File: src/bhs_pkg.sv
// Purpose: Shared constants, decode and field helpers for the bridge header status block.
// Assumes: Dword-aligned configuration accesses with byte addresses.
// Notes:   All offsets are byte addresses within configuration space.
// Operation
// Interrupt-pending status bit always reads zero.
// Capability-list bit reads one from reset.
// Legacy speed and timing status fields read zero.
// Requester parity error sets master parity flag.
// Master parity flag stays clear when response disabled.
// Completer-abort completion sent sets signaled abort flag.
// Completer-abort completion received sets target abort flag.
// Unsupported-request completion received sets master abort.
// Error message sent with reporting enabled sets flag.
// Poisoned packet received always sets detected parity flag.
// Writing one clears clearable flags; set wins.
// Revision byte is fixed read-only value.
// Class code reads bridge base, sub, interface.
// Cache line size is plain read-write byte.
// Primary latency timer byte always reads zero.
// Parity response enable gates parity flag action.
// Error reporting enable gates system error flag.
package bhs_pkg;

  // ==========================================================================
  // Register map
  localparam logic [11:0] OFS_STATUS = 12'h004;
  localparam logic [11:0] OFS_IDENT  = 12'h008;
  localparam logic [11:0] OFS_CACHE  = 12'h00c;

  // ==========================================================================
  // Status field positions within the dword at the status offset
  localparam int BIT_INTX    = 19;
  localparam int BIT_CAPL    = 20;
  localparam int BIT_66M     = 21;
  localparam int BIT_FB2B    = 23;
  localparam int BIT_TIM_LO  = 25;
  localparam int BIT_TIM_HI  = 26;
  localparam int BIT_MDPE    = 24;
  localparam int BIT_STA     = 27;
  localparam int BIT_RTA     = 28;
  localparam int BIT_RMA     = 29;
  localparam int BIT_SSE     = 30;
  localparam int BIT_DPE     = 31;

  // ==========================================================================
  // Sticky flag bank layout
  localparam int NFLAG    = 6;
  localparam int FLG_MDPE = 0;
  localparam int FLG_STA  = 1;
  localparam int FLG_RTA  = 2;
  localparam int FLG_RMA  = 3;
  localparam int FLG_SSE  = 4;
  localparam int FLG_DPE  = 5;
  localparam int FLG_POS [NFLAG] = '{BIT_MDPE, BIT_STA, BIT_RTA, BIT_RMA, BIT_SSE, BIT_DPE};
  localparam logic [NFLAG-1:0] FLG_W1C_MASK = 6'h31;
  localparam logic [NFLAG-1:0] FLG_RST      = 6'h00;

  // ==========================================================================
  // Fixed values and reset values
  localparam logic       CAPL_VAL   = 1'b1;
  localparam logic [7:0] BASE_CLASS = 8'h06;
  localparam logic [7:0] SUB_CLASS  = 8'h04;
  localparam logic [7:0] PROG_IF    = 8'h00;
  localparam logic [7:0] PLT_VAL    = 8'h00;
  localparam logic [7:0] CLS_RST    = 8'h00;
  localparam logic [31:0] RDATA_RST = 32'h0000_0000;

  typedef enum logic [1:0] {REG_NONE, REG_STATUS, REG_IDENT, REG_CACHE} bhs_reg_e;

  function automatic bhs_reg_e reg_decode(input logic [11:0] a);
    logic [11:0] dw;
    dw = {a[11:2], 2'b00};
    if (dw == OFS_STATUS) return REG_STATUS;
    if (dw == OFS_IDENT) return REG_IDENT;
    if (dw == OFS_CACHE) return REG_CACHE;
    return REG_NONE;
  endfunction : reg_decode

  function automatic logic [NFLAG-1:0] clear_vec(input logic [31:0] d, input logic [3:0] be);
    logic [NFLAG-1:0] c;
    c = '0;
    for (int i = 0; i < NFLAG; i++) begin
      c[i] = d[FLG_POS[i]] & be[FLG_POS[i] / 8];
    end
    return c;
  endfunction : clear_vec

endpackage : bhs_pkg

File: src/bhs_flag_if.sv
// Purpose: Carries flag set, clear and value vectors between block modules.
// Assumes: All users run on the same core clock.
// Notes:   Set and clear are single-cycle pulses.
`timescale 1ns/100ps
interface bhs_flag_if;
  logic [bhs_pkg::NFLAG-1:0] set;
  logic [bhs_pkg::NFLAG-1:0] clr;
  logic [bhs_pkg::NFLAG-1:0] val;

  modport qual (output set);
  modport bank (input set, input clr, output val);
  modport regs (output clr, input val, input set);
endinterface : bhs_flag_if

File: src/bhs_top.sv
// Purpose: Primary status, identity, cache line and latency bytes of the bridge header.
// Assumes: Config requests arrive as one-cycle strobes from the config unit.
// Notes:   The command half of the status dword is merged by the outer header mux.
`timescale 1ns/100ps
module bhs_top #(
  // Arbitrary value; the product revision is set at integration.
  parameter logic [7:0] REVISION = 8'h5a
) (
  input  wire logic        ref_clk_i,
  input  wire logic        rst_i,
  input  wire logic        cfg_req_i,
  input  wire logic        cfg_we_i,
  input  wire logic [11:0] cfg_addr_i,
  input  wire logic [3:0]  cfg_be_i,
  input  wire logic [31:0] cfg_wdata_i,
  output logic             cfg_ack_o,
  output logic [31:0]      cfg_rdata_o,
  input  wire logic        perr_resp_en_i,
  input  wire logic        serr_en_i,
  input  wire logic        ev_mdpe_i,
  input  wire logic        ev_sig_tabort_i,
  input  wire logic        ev_rcv_tabort_i,
  input  wire logic        ev_rcv_mabort_i,
  input  wire logic        ev_err_msg_i,
  input  wire logic        ev_poison_i,
  output logic [5:0]       status_flags_o
);

  // ==========================================================================
  // State

  typedef struct packed {
    logic        ack;
    logic [31:0] rdata;
    logic [7:0]  cls;
  } bhs_regs_s;

  bhs_regs_s         s_q;
  bhs_regs_s         s_d;

  bhs_pkg::bhs_reg_e sel_w;
  logic              rd_w;
  logic              wr_w;
  logic              rd_stat_w;
  logic              rd_ident_w;
  logic              rd_cache_w;
  logic              rd_none_w;
  logic              wr_stat_w;
  logic              cls_wr_w;
  logic [7:0]        wdata_lo_w;
  logic [31:0]       rd_word_w;

  bhs_flag_if flg ();

  // ==========================================================================
  // Request decode

  assign sel_w      = bhs_pkg::reg_decode(cfg_addr_i);
  assign rd_w       = cfg_req_i & ~cfg_we_i;
  assign wr_w       = cfg_req_i & cfg_we_i;
  assign rd_stat_w  = rd_w & (sel_w == bhs_pkg::REG_STATUS);
  assign rd_ident_w = rd_w & (sel_w == bhs_pkg::REG_IDENT);
  assign rd_cache_w = rd_w & (sel_w == bhs_pkg::REG_CACHE);
  assign rd_none_w  = rd_w & (sel_w == bhs_pkg::REG_NONE);
  assign wr_stat_w  = wr_w & (sel_w == bhs_pkg::REG_STATUS);
  // The cache line byte only takes a write with its own lane enabled.
  assign cls_wr_w   = wr_w & (sel_w == bhs_pkg::REG_CACHE) & cfg_be_i[0];
  assign wdata_lo_w = cfg_wdata_i[7:0];

  // Clear strobes go straight to the bank so a clear lands one edge after the write.
  assign flg.clr = wr_stat_w ? bhs_pkg::clear_vec(cfg_wdata_i, cfg_be_i)
                             : {bhs_pkg::NFLAG{1'b0}};

  // ==========================================================================
  // Read mux

  always_comb begin
    rd_word_w = 32'h0000_0000;
    unique case (sel_w)
      bhs_pkg::REG_STATUS: begin
        for (int i = 0; i < bhs_pkg::NFLAG; i++) begin
          rd_word_w[bhs_pkg::FLG_POS[i]] = flg.val[i];
        end
        // Forwarded interrupts are never folded in here.
        rd_word_w[bhs_pkg::BIT_INTX] = 1'b0;
        rd_word_w[bhs_pkg::BIT_CAPL] = bhs_pkg::CAPL_VAL;
        rd_word_w[bhs_pkg::BIT_66M]  = 1'b0;
        rd_word_w[bhs_pkg::BIT_FB2B] = 1'b0;
        rd_word_w[bhs_pkg::BIT_TIM_HI:bhs_pkg::BIT_TIM_LO] = 2'b00;
      end
      bhs_pkg::REG_IDENT: begin
        rd_word_w = {bhs_pkg::BASE_CLASS, bhs_pkg::SUB_CLASS,
                     bhs_pkg::PROG_IF, REVISION};
      end
      bhs_pkg::REG_CACHE: begin
        rd_word_w[15:8] = bhs_pkg::PLT_VAL;
        rd_word_w[7:0]  = s_q.cls;
      end
      bhs_pkg::REG_NONE: begin
        rd_word_w = 32'h0000_0000;
      end
    endcase
  end

  // ==========================================================================
  // Register update

  always_comb begin
    s_d     = s_q;
    s_d.ack = cfg_req_i;
    if (rd_w) begin
      s_d.rdata = rd_word_w;
    end
    // The stored size steers nothing; it is kept only for software.
    if (cls_wr_w) begin
      s_d.cls = wdata_lo_w;
    end
  end

  always_ff @(posedge ref_clk_i) begin
    if (rst_i) begin
      s_q.ack   <= 1'b0;
      s_q.rdata <= bhs_pkg::RDATA_RST;
      s_q.cls   <= bhs_pkg::CLS_RST;
    end else begin
      s_q <= s_d;
    end
  end

  assign cfg_ack_o      = s_q.ack;
  assign cfg_rdata_o    = s_q.rdata;
  assign status_flags_o = flg.val;

  // ==========================================================================
  // Submodules

  bhs_evt_qual u_qual (
    .ref_clk_i       (ref_clk_i),
    .rst_i           (rst_i),
    .perr_resp_en_i  (perr_resp_en_i),
    .serr_en_i       (serr_en_i),
    .ev_mdpe_i       (ev_mdpe_i),
    .ev_sig_tabort_i (ev_sig_tabort_i),
    .ev_rcv_tabort_i (ev_rcv_tabort_i),
    .ev_rcv_mabort_i (ev_rcv_mabort_i),
    .ev_err_msg_i    (ev_err_msg_i),
    .ev_poison_i     (ev_poison_i),
    .flg             (flg.qual)
  );

  bhs_flag_bank u_bank (
    .ref_clk_i (ref_clk_i),
    .rst_i     (rst_i),
    .flg       (flg.bank)
  );
endmodule : bhs_top

File: src/bhs_evt_qual.sv
// Purpose: Qualifies datapath error events with the command enables.
// Assumes: Events and enables come from logic on the core clock.
// Notes:   One register stage; a flag lands two edges after its event.
`timescale 1ns/100ps
module bhs_evt_qual (
  input  wire logic  ref_clk_i,
  input  wire logic  rst_i,
  input  wire logic  perr_resp_en_i,
  input  wire logic  serr_en_i,
  input  wire logic  ev_mdpe_i,
  input  wire logic  ev_sig_tabort_i,
  input  wire logic  ev_rcv_tabort_i,
  input  wire logic  ev_rcv_mabort_i,
  input  wire logic  ev_err_msg_i,
  input  wire logic  ev_poison_i,
  bhs_flag_if.qual   flg
);
  typedef struct packed {
    logic [bhs_pkg::NFLAG-1:0] set;
  } bhs_qual_s;

  bhs_qual_s s_q;
  bhs_qual_s s_d;

  always_comb begin
    s_d = s_q;
    s_d.set[bhs_pkg::FLG_MDPE] = ev_mdpe_i & perr_resp_en_i;
    s_d.set[bhs_pkg::FLG_STA]  = ev_sig_tabort_i;
    s_d.set[bhs_pkg::FLG_RTA]  = ev_rcv_tabort_i;
    s_d.set[bhs_pkg::FLG_RMA]  = ev_rcv_mabort_i;
    s_d.set[bhs_pkg::FLG_SSE]  = ev_err_msg_i & serr_en_i;
    s_d.set[bhs_pkg::FLG_DPE]  = ev_poison_i;
  end

  always_ff @(posedge ref_clk_i) begin
    if (rst_i) begin
      s_q.set <= bhs_pkg::FLG_RST;
    end else begin
      s_q <= s_d;
    end
  end

  assign flg.set = s_q.set;
endmodule : bhs_evt_qual

File: src/bhs_flag_bank.sv
// Purpose: Sticky status flags with write-one-to-clear on selected bits.
// Assumes: Set and clear are one-cycle pulses on the core clock.
// Notes:   A set in the clearing cycle wins, so no event is lost.
`timescale 1ns/100ps
module bhs_flag_bank (
  input  wire logic  ref_clk_i,
  input  wire logic  rst_i,
  bhs_flag_if.bank   flg
);
  typedef struct packed {
    logic [bhs_pkg::NFLAG-1:0] val;
  } bhs_bank_s;

  bhs_bank_s                 s_q;
  bhs_bank_s                 s_d;
  logic [bhs_pkg::NFLAG-1:0] nxt;

  for (genvar i = 0; i < bhs_pkg::NFLAG; i++) begin : g_flag
    // Bits outside the clear mask only fall at reset.
    assign nxt[i] = flg.set[i] |
                    (s_q.val[i] & ~(flg.clr[i] & bhs_pkg::FLG_W1C_MASK[i]));
  end

  always_comb begin
    s_d     = s_q;
    s_d.val = nxt;
  end

  always_ff @(posedge ref_clk_i) begin
    if (rst_i) begin
      s_q.val <= bhs_pkg::FLG_RST;
    end else begin
      s_q <= s_d;
    end
  end

  assign flg.val = s_q.val;
endmodule : bhs_flag_bank

File: config.mk
export PLATFORM = sky130hd
export DESIGN_NAME = bhs_top
export DESIGN_NICKNAME = d
export VERILOG_FILES = /design/src/bhs_pkg.sv /design/src/bhs_flag_if.sv /design/src/bhs_top.sv /design/src/bhs_evt_qual.sv /design/src/bhs_flag_bank.sv
export SDC_FILE = /design/constraint.sdc
export NUM_CORES = 1
export LEC_CHECK = 0
export BUFFER_PORTS_ARGS = -buffer_cell sky130_fd_sc_hd__buf_2
export CAP_MARGIN = 20
export CORE_ASPECT_RATIO = 0.7
export CORE_UTILIZATION = 23
export DETAILED_ROUTE_END_ITERATION = 10
export GPL_TIMING_DRIVEN = 0
export PLACE_DENSITY = 0.45
export SLEW_MARGIN = 30
export SYNTH_ARGS = -nofsm -noshare
export SYNTH_HDL_FRONTEND = slang
export SYNTH_HIERARCHICAL = 1
export SYNTH_SLANG_ARGS = --single-unit
File: constraint.sdc
create_clock -name ref_clk_i -period 1.2 [get_ports ref_clk_i]
set_input_delay 0.06 -clock ref_clk_i [delete_from_list [all_inputs] [get_ports ref_clk_i]]
set_output_delay 0.06 -clock ref_clk_i [all_outputs]
set_load 0.01 [all_outputs]
==> results of run 1 <==
## path summary, 6_finish.rpt
check	slack [ns]	cells after the start	endpoint
worst max-delay path	0.19	5	cfg_rdata_o[2]$_SDFFE_PP0P_
worst min-delay path	0.02	2	u_qual/flg.set[4]$_SDFF_PP0_
worst max register to register	0.51	1	cfg_rdata_o[30]$_SDFFE_PP0P_
worst min register to register	0.44	2	u_bank/flg.val[4]$_SDFF_PP0_
## flip-flops by register name (all words and copies together), names as in the netlist
register and cells:
cfg_ack_o 1, cfg_rdata_o 16, s_q 8, u_bank/flg.val 6
u_qual/flg.set 6
## what timing repair did
item                       CTS  global route
gates resized for setup      0             2
hold buffers                 4             0
hold endpoints to repair     4             0
setup endpoints to repair    0            10
## metal layers
| metal | vias up | GRT usage, % |
|---|---|---|
| li1 | 685 | - |
| met1 | 559 | 13.2 |
| met2 | 41 | 14.7 |
| met3 | 5 | 3.24 |
| met4 | 0 | 6.10 |
| met5 | - | 0 |
## final cells by class
type,instances,area [um^2],area share [%]
Sequential cell,37,741,31.9
Clock buffer,5,68.8,2.96
Inverter,10,37.5,1.62
Tap cell,94,118,5.06
Clock inverter,3,46.3,1.99
Multi-Input combinational cell,96,698,30.1
Buffer,38,278,12.0
Timing Repair Buffer,63,335,14.4
## power breakdown
group | switching, mW | internal, mW | leakage (nW)
Sequential | 0.0165 | 1.25 | 0.301
Clock | 0.476 | 0.622 | 0.0543
Combinational | 0.119 | 0.137 | 0.729
Total | 0.611 | 2.01 | 1.08
## worst max-delay path: stages
cell and delay [ns]:
buf_2 0.19, clkbuf_2 0.22, nor4bb_1 0.28, nand4_1 0.27, o2bb2ai_1 0.20
## per-stage QoR
stage               instance area (um^2)  utilization, %  TNS, ns  cells
floorplan                           1750               -        0    181
global placement                    2170            31.2    -4.17    334
detailed placement                  2170            31.2    -4.32    334
CTS                                 2320            33.4        0    346
global route                        2320            33.4        0    346
finish                              2320            33.4        0    346
==> impl_metrics.json, run 1 <==
{
  "yosysWarningCount": 6,
  "fin_crit_sh_pct": 84.3,
  "portBuffers": 59,
  "nNetsFinal": 311,
  "crit_path_start": "rst_i",
  "drt-total-wl_um": 3670,
  "insertion_delay_ns": 0.29,
  "worstHoldPathType": "input pin to register",
  "worst-path-max-fanout": 15,
  "grt_pass1_wl_um": 5770,
  "cts_setup_buffers": 0,
  "grt_overflow": 0,
  "syn_inst": 168,
  "arrival_ns": 1.23,
  "hp-start": "serr_en_i",
  "final_max_slew_viol_count": 0,
  "clockBufferDepth": 2,
  "path_clk_slew_ns": 0.08,
  "row_count": 25,
  "place_congestion": 0.705,
  "antenna_found_initial": 0,
  "fmax_mhz": 988,
  "postLayoutSetupSlackWorst_ns": 0.188,
  "max-cap-violations": 0,
  "drc": 0,
  "rsz0062_at_grt": "no",
  "required_ns": 1.42,
  "dr.pass1.iters": 4,
  "fill_cells": 746,
  "die_y_um": 74.0,
  "dp_slack_ns": -0.282,
  "power_mw": 2.62,
  "highest_layer": "met4",
  "grt_max_degree": 16,
  "drive_above_1_share_pct": 46.0,
  "h-tree-depth": 2,
  "drt_first_iter_violations": 41,
  "setup_viol_count_final": 0,
  "whs_ns": 0.0160,
  "met1_length_um": 1870,
  "grt_pass1_vias": 1187,
  "path_class": "input pin to register",
  "numCtsBuffers": 5,
  "outcome": "complete, no violations",
  "antenna_left": 0,
  "die_w_um": 105,
  "reg2reg_from": "u_bank/flg.val[4]$_SDFF_PP0_",
  "wl_met3_um": 201,
  "start_util_pct": 24.5,
  "cts_tree": "built",
  "wl_met2_um": 1530,
  "ir_drop_uv": 391,
  "root_buffer": "clkbuf_8",
  "via_count": 1290,
  "tightest_slew_ns": 0.695,
  "vias_per_cell": 3.73,
  "power_density_nw_per_um2": 1130,
  "final_cell_mix": "buf_2, dfxtp_1, buf_4, nand2b_1, conb_1",
  "dieArea_um2": 7760,
  "avgSynthCellArea_um2": 10.1,
  "cts_sinks": 37,
  "ios": 99,
  "synthesis.area_um2": 1700,
  "slew_headroom_pct": 53.3,
  "antenna_cells": 0,
  "cp-start-kind": "input pin",
  "final_common_cell": "buf_2",
  "skew_ns": 0.00943,
  "crit_path_end_kind": "register",
  "leakagePower_nw": 1.08,
  "hold_violations": 0,
  "area_growth_pct": 36.3,
  "wl_per_cell_um": 10.6,
  "track_usage_pct": 10.1,
  "layout_min_cycle_time_ns": 1.01,
  "post-dp-hpwl_um": 2840,
  "coreArea_um2": 6940
}
Note: power is estimated with default switching activity, not from simulation.
==> run 2: changes to the inputs <==
PLACE_DENSITY = 0.47   (was 0.45)
clock period = 0.9 ns   (was 1.2 ns; I/O delays follow)
==> impl_metrics.json, run 2 (synthesized netlist as in run 1, its figures left out) <==
{
  "antenna_cells": 0,
  "wl_per_cell_um": 10.9,
  "path_class": "input pin to register",
  "drt_first_iter_violations": 19,
  "clockBufferDepth": 2,
  "hold_violations": 0,
  "grt_pass1_wl_um": 5930,
  "violations": "setup timing",
  "p_switching_uw": 779,
  "cp-endpoint": "u_bank/flg.val[4]$_SDFF_PP0_",
  "postLayoutSetupSlackWorst_ns": -0.0174,
  "crit_path_end_kind": "register",
  "post-dp-hpwl_um": 2890,
  "dr.pass1.iters": 4,
  "portBuffers": 59,
  "seqCellArea_um2": 764,
  "h-tree-depth": 2,
  "coreArea_um2": 6940,
  "ff2ff_setup_slack_ns": 0.20,
  "final_core_util_pct": 37.7,
  "skew_ns": 0.00182,
  "start_util_pct": 24.5,
  "reg2reg_from": "u_bank/flg.val[0]$_SDFF_PP0_",
  "root_buffer": "clkbuf_8",
  "arrival_ns": 1.10,
  "cts_sinks": 37,
  "outcome": "finished with violations",
  "largest_reg_flops": 16,
  "drt-total-wl_um": 3850,
  "worstHoldPathType": "input pin to register",
  "power_mw": 3.21,
  "clock_power_share_pct": 35.0,
  "die_w_um": 105,
  "vias_per_cell": 3.80,
  "insertion_delay_ns": 0.28,
  "ir_drop_uv": 523,
  "numCtsBuffers": 5,
  "p_int_mw": 2.43,
  "via_count": 1341,
  "fill_cells": 729,
  "fin_crit_sh_pct": 102,
  "ios": 99,
  "max-cap-violations": 0,
  "antenna_left": 0,
  "final_area_um2": 2620,
  "final_common_cell": "buf_2",
  "leakagePower_nw": 1.15,
  "nNetsFinal": 318,
  "cts_tree": "built",
  "switching_share_pct": 24.3,
  "track_usage_pct": 10.2,
  "layout_min_cycle_time_ns": 0.917,
  "multi_input_area_um2": 726,
  "power_density_nw_per_um2": 1220,
  "p_seq_share_pct": 52.8,
  "die_y_um": 74.0,
  "grt_overflow": 0,
  "comb_power_share_pct": 12.2,
  "crit_path_start": "cfg_addr_i[4]",
  "dieArea_um2": 7760,
  "grt_max_degree": 15,
  "dp_slack_ns": -0.599,
  "path_clk_slew_ns": 0.07,
  "rsz0062_at_grt": "yes",
  "required_ns": 1.08,
  "drive_above_1_share_pct": 54.8,
  "rr_endpoint": "cfg_rdata_o[24]$_SDFFE_PP0P_",
  "final_max_slew_viol_count": 0,
  "tightest_slew_ns": 0.675,
  "reg2reg_depth": 1,
  "final_cells": 353,
  "final_cell_mix": "buf_2, buf_6, buf_4, dfxtp_2, dfxtp_1",
  "place_inst": 334,
  "antenna_found_initial": 0,
  "row_count": 25,
  "dpl_cell_area_um2": 2180,
  "slew_headroom_pct": 54.6,
  "drc": 0,
  "worst-path-max-fanout": 3,
  "area_growth_pct": 53.7,
  "grt_pass1_vias": 1209,
  "setup_viol_count_final": 2,
  "cp-start-kind": "input pin",
  "fmax_mhz": 1090,
  "place_congestion": 0.708
}
-- run 2: cell types whose count changed in the layout (fill, tap and decap cells not counted), moves of 2 or more --
cell,before,now
dfxtp_1,37,18
o2bb2ai_1,9,7
clkinv_2,0,2
buf_4,33,21
o2bb2ai_2,0,2
dfxtp_2,0,19
buf_2,60,38
buf_6,1,36
dlygate4sd3_1,4,10
-- run 2: power groups by stage --
stage	logic (mW)	clock network [mW]	registers, mW
detailed placement	0.336	0	1.73
floorplan	0.183	0	1.73
global route	0.434	1.26	1.70
finish	0.390	1.12	1.69
global placement	0.334	0	1.73
CTS	0.384	1.16	1.69
-- run 2: how the worst min path moves through the flow --
stage                     depth (start not counted)                            to  slack (ns)            start
after floorplan                                   1  u_bank/flg.val[0]$_SDFF_PP0_        0.11            rst_i
after global placement                            2  u_qual/flg.set[3]$_SDFF_PP0_        0.27  ev_rcv_mabort_i
after detailed placement                          2  u_qual/flg.set[3]$_SDFF_PP0_        0.27  ev_rcv_mabort_i
after CTS                                         2  u_bank/flg.val[2]$_SDFF_PP0_      0.0009            rst_i
after global routing                              2  u_qual/flg.set[0]$_SDFF_PP0_        0.01        ev_mdpe_i
final                                             3           s_q[5]$_SDFFE_PP0P_        0.02   cfg_wdata_i[5]
-- run 2: through the flow --
stage | setup TNS (ns) | hold WS [ns]
floorplan | -0.862 | 0.114
global placement | -12.29 | 0.268
detailed placement | -12.36 | 0.269
CTS | -0.0837 | 0.000863
global route | -1.10 | 0.0127
finish | -0.0284 | 0.0170
-- run 2: area by class of cell --
cell class,count,area share (%)
plain buffers,32,11.8
clock buffers,5,2.63
clock inverters,3,0.669
inverters,10,1.43
multi-input cells,96,27.7
flip-flops and latches,37,29.2
well taps,94,4.49
repair buffers,76,22.1
-- run 2: critical path: stages --
cell and delay, ns:
buf_6 0.09, nor4_4 0.31, nand4b_1 0.21, nor3_1 0.23, nand2b_4 0.15, a21oi_1 0.05
-- run 2: layer usage --
layer	routed length, um	GRT usage [%]	up-vias
met5	0	0	-
met4	36	4.23	0
met3	183	3.16	2
met2	1690	15.9	33
met1	1940	13.4	606
li1	-	-	700
-- run 2: repair_timing --
| action | 4_1_cts | 5_1_grt |
|---|---|---|
| cloned | 0 | 0 |
| setup buffers | 5 | 2 |
| hold buffers | 7 | 3 |
| setup endpoints to repair | 38 | 44 |
| pin swaps | 6 | 5 |
| endpoints found under the hold margin | 5 | 2 |
| gates resized for setup | 44 | 19 |
==> run 3: changes to the inputs <==
CELL_PAD_IN_SITES_DETAIL_PLACEMENT = 0   (was not set)
CELL_PAD_IN_SITES_GLOBAL_PLACEMENT = 1   (was not set)
PLACE_DENSITY = 0.62   (was 0.47)
==> impl_metrics.json, run 3 (synthesized netlist as in run 1, its figures left out) <==
{
  "start_util_pct": 24.5,
  "die_w_um": 105,
  "ios": 99,
  "dr.pass1.iters": 4,
  "setup_viol_count_final": 5,
  "nNetsFinal": 311,
  "area_growth_pct": 50.5,
  "hold_buffers": 4,
  "ir_drop_uv": 526,
  "violations": "hold timing, setup timing",
  "root_buffer": "clkbuf_8",
  "track_usage_pct": 10.3,
  "p_int_mw": 2.48,
  "drt-total-wl_um": 3940,
  "grt_pass1_wl_um": 6020,
  "worstHoldPathType": "input pin to register",
  "leakagePower_nw": 1.12,
  "switching_share_pct": 24.0,
  "antenna_cells": 0,
  "grt_overflow": 0,
  "cp-start-kind": "input pin",
  "final_cell_mix": "buf_2, buf_6, buf_4, dfxtp_1, dfxtp_2",
  "final_cells": 345,
  "dieArea_um2": 7760,
  "crit_path_end_kind": "register",
  "power_density_nw_per_um2": 1270,
  "slew_headroom_pct": 55.2,
  "antenna_left": 0,
  "clock_power_share_pct": 36.5,
  "die_y_um": 74.0,
  "p_seq_share_pct": 51.7,
  "path_clk_slew_ns": 0.07,
  "outcome": "finished with violations",
  "worst-path-max-fanout": 3,
  "skew_ns": 0.0137,
  "layout_min_cycle_time_ns": 0.923,
  "arrival_ns": 1.11,
  "fin_crit_sh_pct": 103,
  "final_common_cell": "buf_2",
  "slowest_stage": "nor4_4",
  "row_count": 25,
  "postLayoutSetupSlackWorst_ns": -0.0235,
  "cts_sinks": 37,
  "portBuffers": 59,
  "p_switching_uw": 783,
  "tightest_slew_ns": 0.667,
  "wl_per_cell_um": 11.4,
  "drc": 0,
  "vias_per_cell": 3.84,
  "grt_max_degree": 16,
  "cts_tree": "built",
  "antenna_found_initial": 0,
  "grt_pass1_vias": 1199,
  "largest_reg_flops": 16,
  "drive_above_1_share_pct": 57.0,
  "place_inst": 334,
  "slowest_delay_ns": 0.31,
  "max-cap-violations": 0,
  "via_count": 1324,
  "final_max_slew_viol_count": 0,
  "post-dp-hpwl_um": 2820,
  "h-tree-depth": 2,
  "whs_ns": -0.0206,
  "cp_cell_sequence": "buf_6, nor4_4, nand4b_1, nor3_2, nand2b_4, a21oi_2",
  "path_class": "input pin to register",
  "rsz0062_at_grt": "yes",
  "comb_power_share_pct": 11.8,
  "hold_violations": 3,
  "coreArea_um2": 6940,
  "required_ns": 1.08,
  "insertion_delay_ns": 0.29,
  "power_mw": 3.27,
  "clockBufferDepth": 2,
  "numCtsBuffers": 5,
  "place_congestion": 0.679,
  "fmax_mhz": 1080,
  "drt_first_iter_violations": 42
}
run 3: cell types whose count changed in the layout (fill, tap and decap cells not counted), moves of 2 or more:
cell | previous run | this run
dlygate4sd3_1 | 10 | 4
clkinv_2 | 2 | 0
nor3_1 | 2 | 0
clkbuf_8 | 5 | 7
nor3_2 | 1 | 3
a21oi_2 | 1 | 3
a21oi_1 | 2 | 0
run 3: critical path: cells and delay by family:
family | cells | cell delay, ns
compound gates | 1 | 0.04
buf+inv | 1 | 0.09
simple gates | 4 | 0.92
run 3: area by class of cell:
class | count | area (um^2)
sequential | 37 | 767
inverter | 10 | 37.5
multi-input combinational | 96 | 748
clock buffer | 6 | 82.6
buffer | 31 | 285
tap | 94 | 118
fill | 722 | 4380
timing repair buffer | 70 | 519
clock inverter | 1 | 7.51
run 3: routing by layer:
| metal | global-route usage, % | wire length [um] | vias to the layer above |
|---|---|---|---|
| met1 | 12.9 | 1880 | 595 |
| met5 | 0 | 0 | - |
| met4 | 3.76 | 38 | 0 |
| met3 | 3.42 | 208 | 5 |
| met2 | 16.9 | 1810 | 38 |
| li1 | - | - | 686 |
run 3: repair_timing:
action,4_1_cts,5_1_grt
resized for setup,49,17
pin swaps,8,10
setup endpoints to repair,40,35
endpoints found under the hold margin,7,3
setup buffers,7,0
run 3: metrics by stage:
step / TNS [ns] / instance area [um^2] / util [%] / worst slack (ns) / hold slack, ns
2_1_floorplan: -0.862 / 1760 / - / -0.105 / 0.114
3_3_place_gp: -11.56 / 2180 / 31.3 / -0.523 / 0.268
3_5_place_dp: -11.65 / 2180 / 31.3 / -0.543 / 0.269
4_1_cts: -0.171 / 2510 / 36.1 / -0.0430 / -0.0259
5_1_grt: -1.29 / 2560 / 36.9 / -0.120 / -0.0155
6_report: -0.0990 / 2560 / 36.9 / -0.0235 / -0.0206
run 3: path summary, 6_finish.rpt:
check | start | end | slack, ns | depth (start not counted)
worst max-delay path | cfg_addr_i[8] | u_bank/flg.val[0]$_SDFF_PP0_ | -0.02 | 6
worst min-delay path | rst_i | u_bank/flg.val[4]$_SDFF_PP0_ | -0.02 | 2
worst max register to register | cfg_rdata_o[20]$_SDFFE_PP0P_ | cfg_rdata_o[20]$_SDFFE_PP0P_ | 0.15 | 2
worst min register to register | u_qual/flg.set[4]$_SDFF_PP0_ | u_bank/flg.val[4]$_SDFF_PP0_ | 0.42 | 2
run 3: power by group through the flow:
| stage | combinational, mW | sequential (mW) | clock (mW) |
|---|---|---|---|
| after detailed placement | 0.335 | 1.73 | 0 |
| after CTS | 0.377 | 1.69 | 1.24 |
| after floorplan | 0.183 | 1.73 | 0 |
| after global placement | 0.331 | 1.73 | 0 |
| after global routing | 0.422 | 1.69 | 1.31 |
| final | 0.385 | 1.69 | 1.19 |
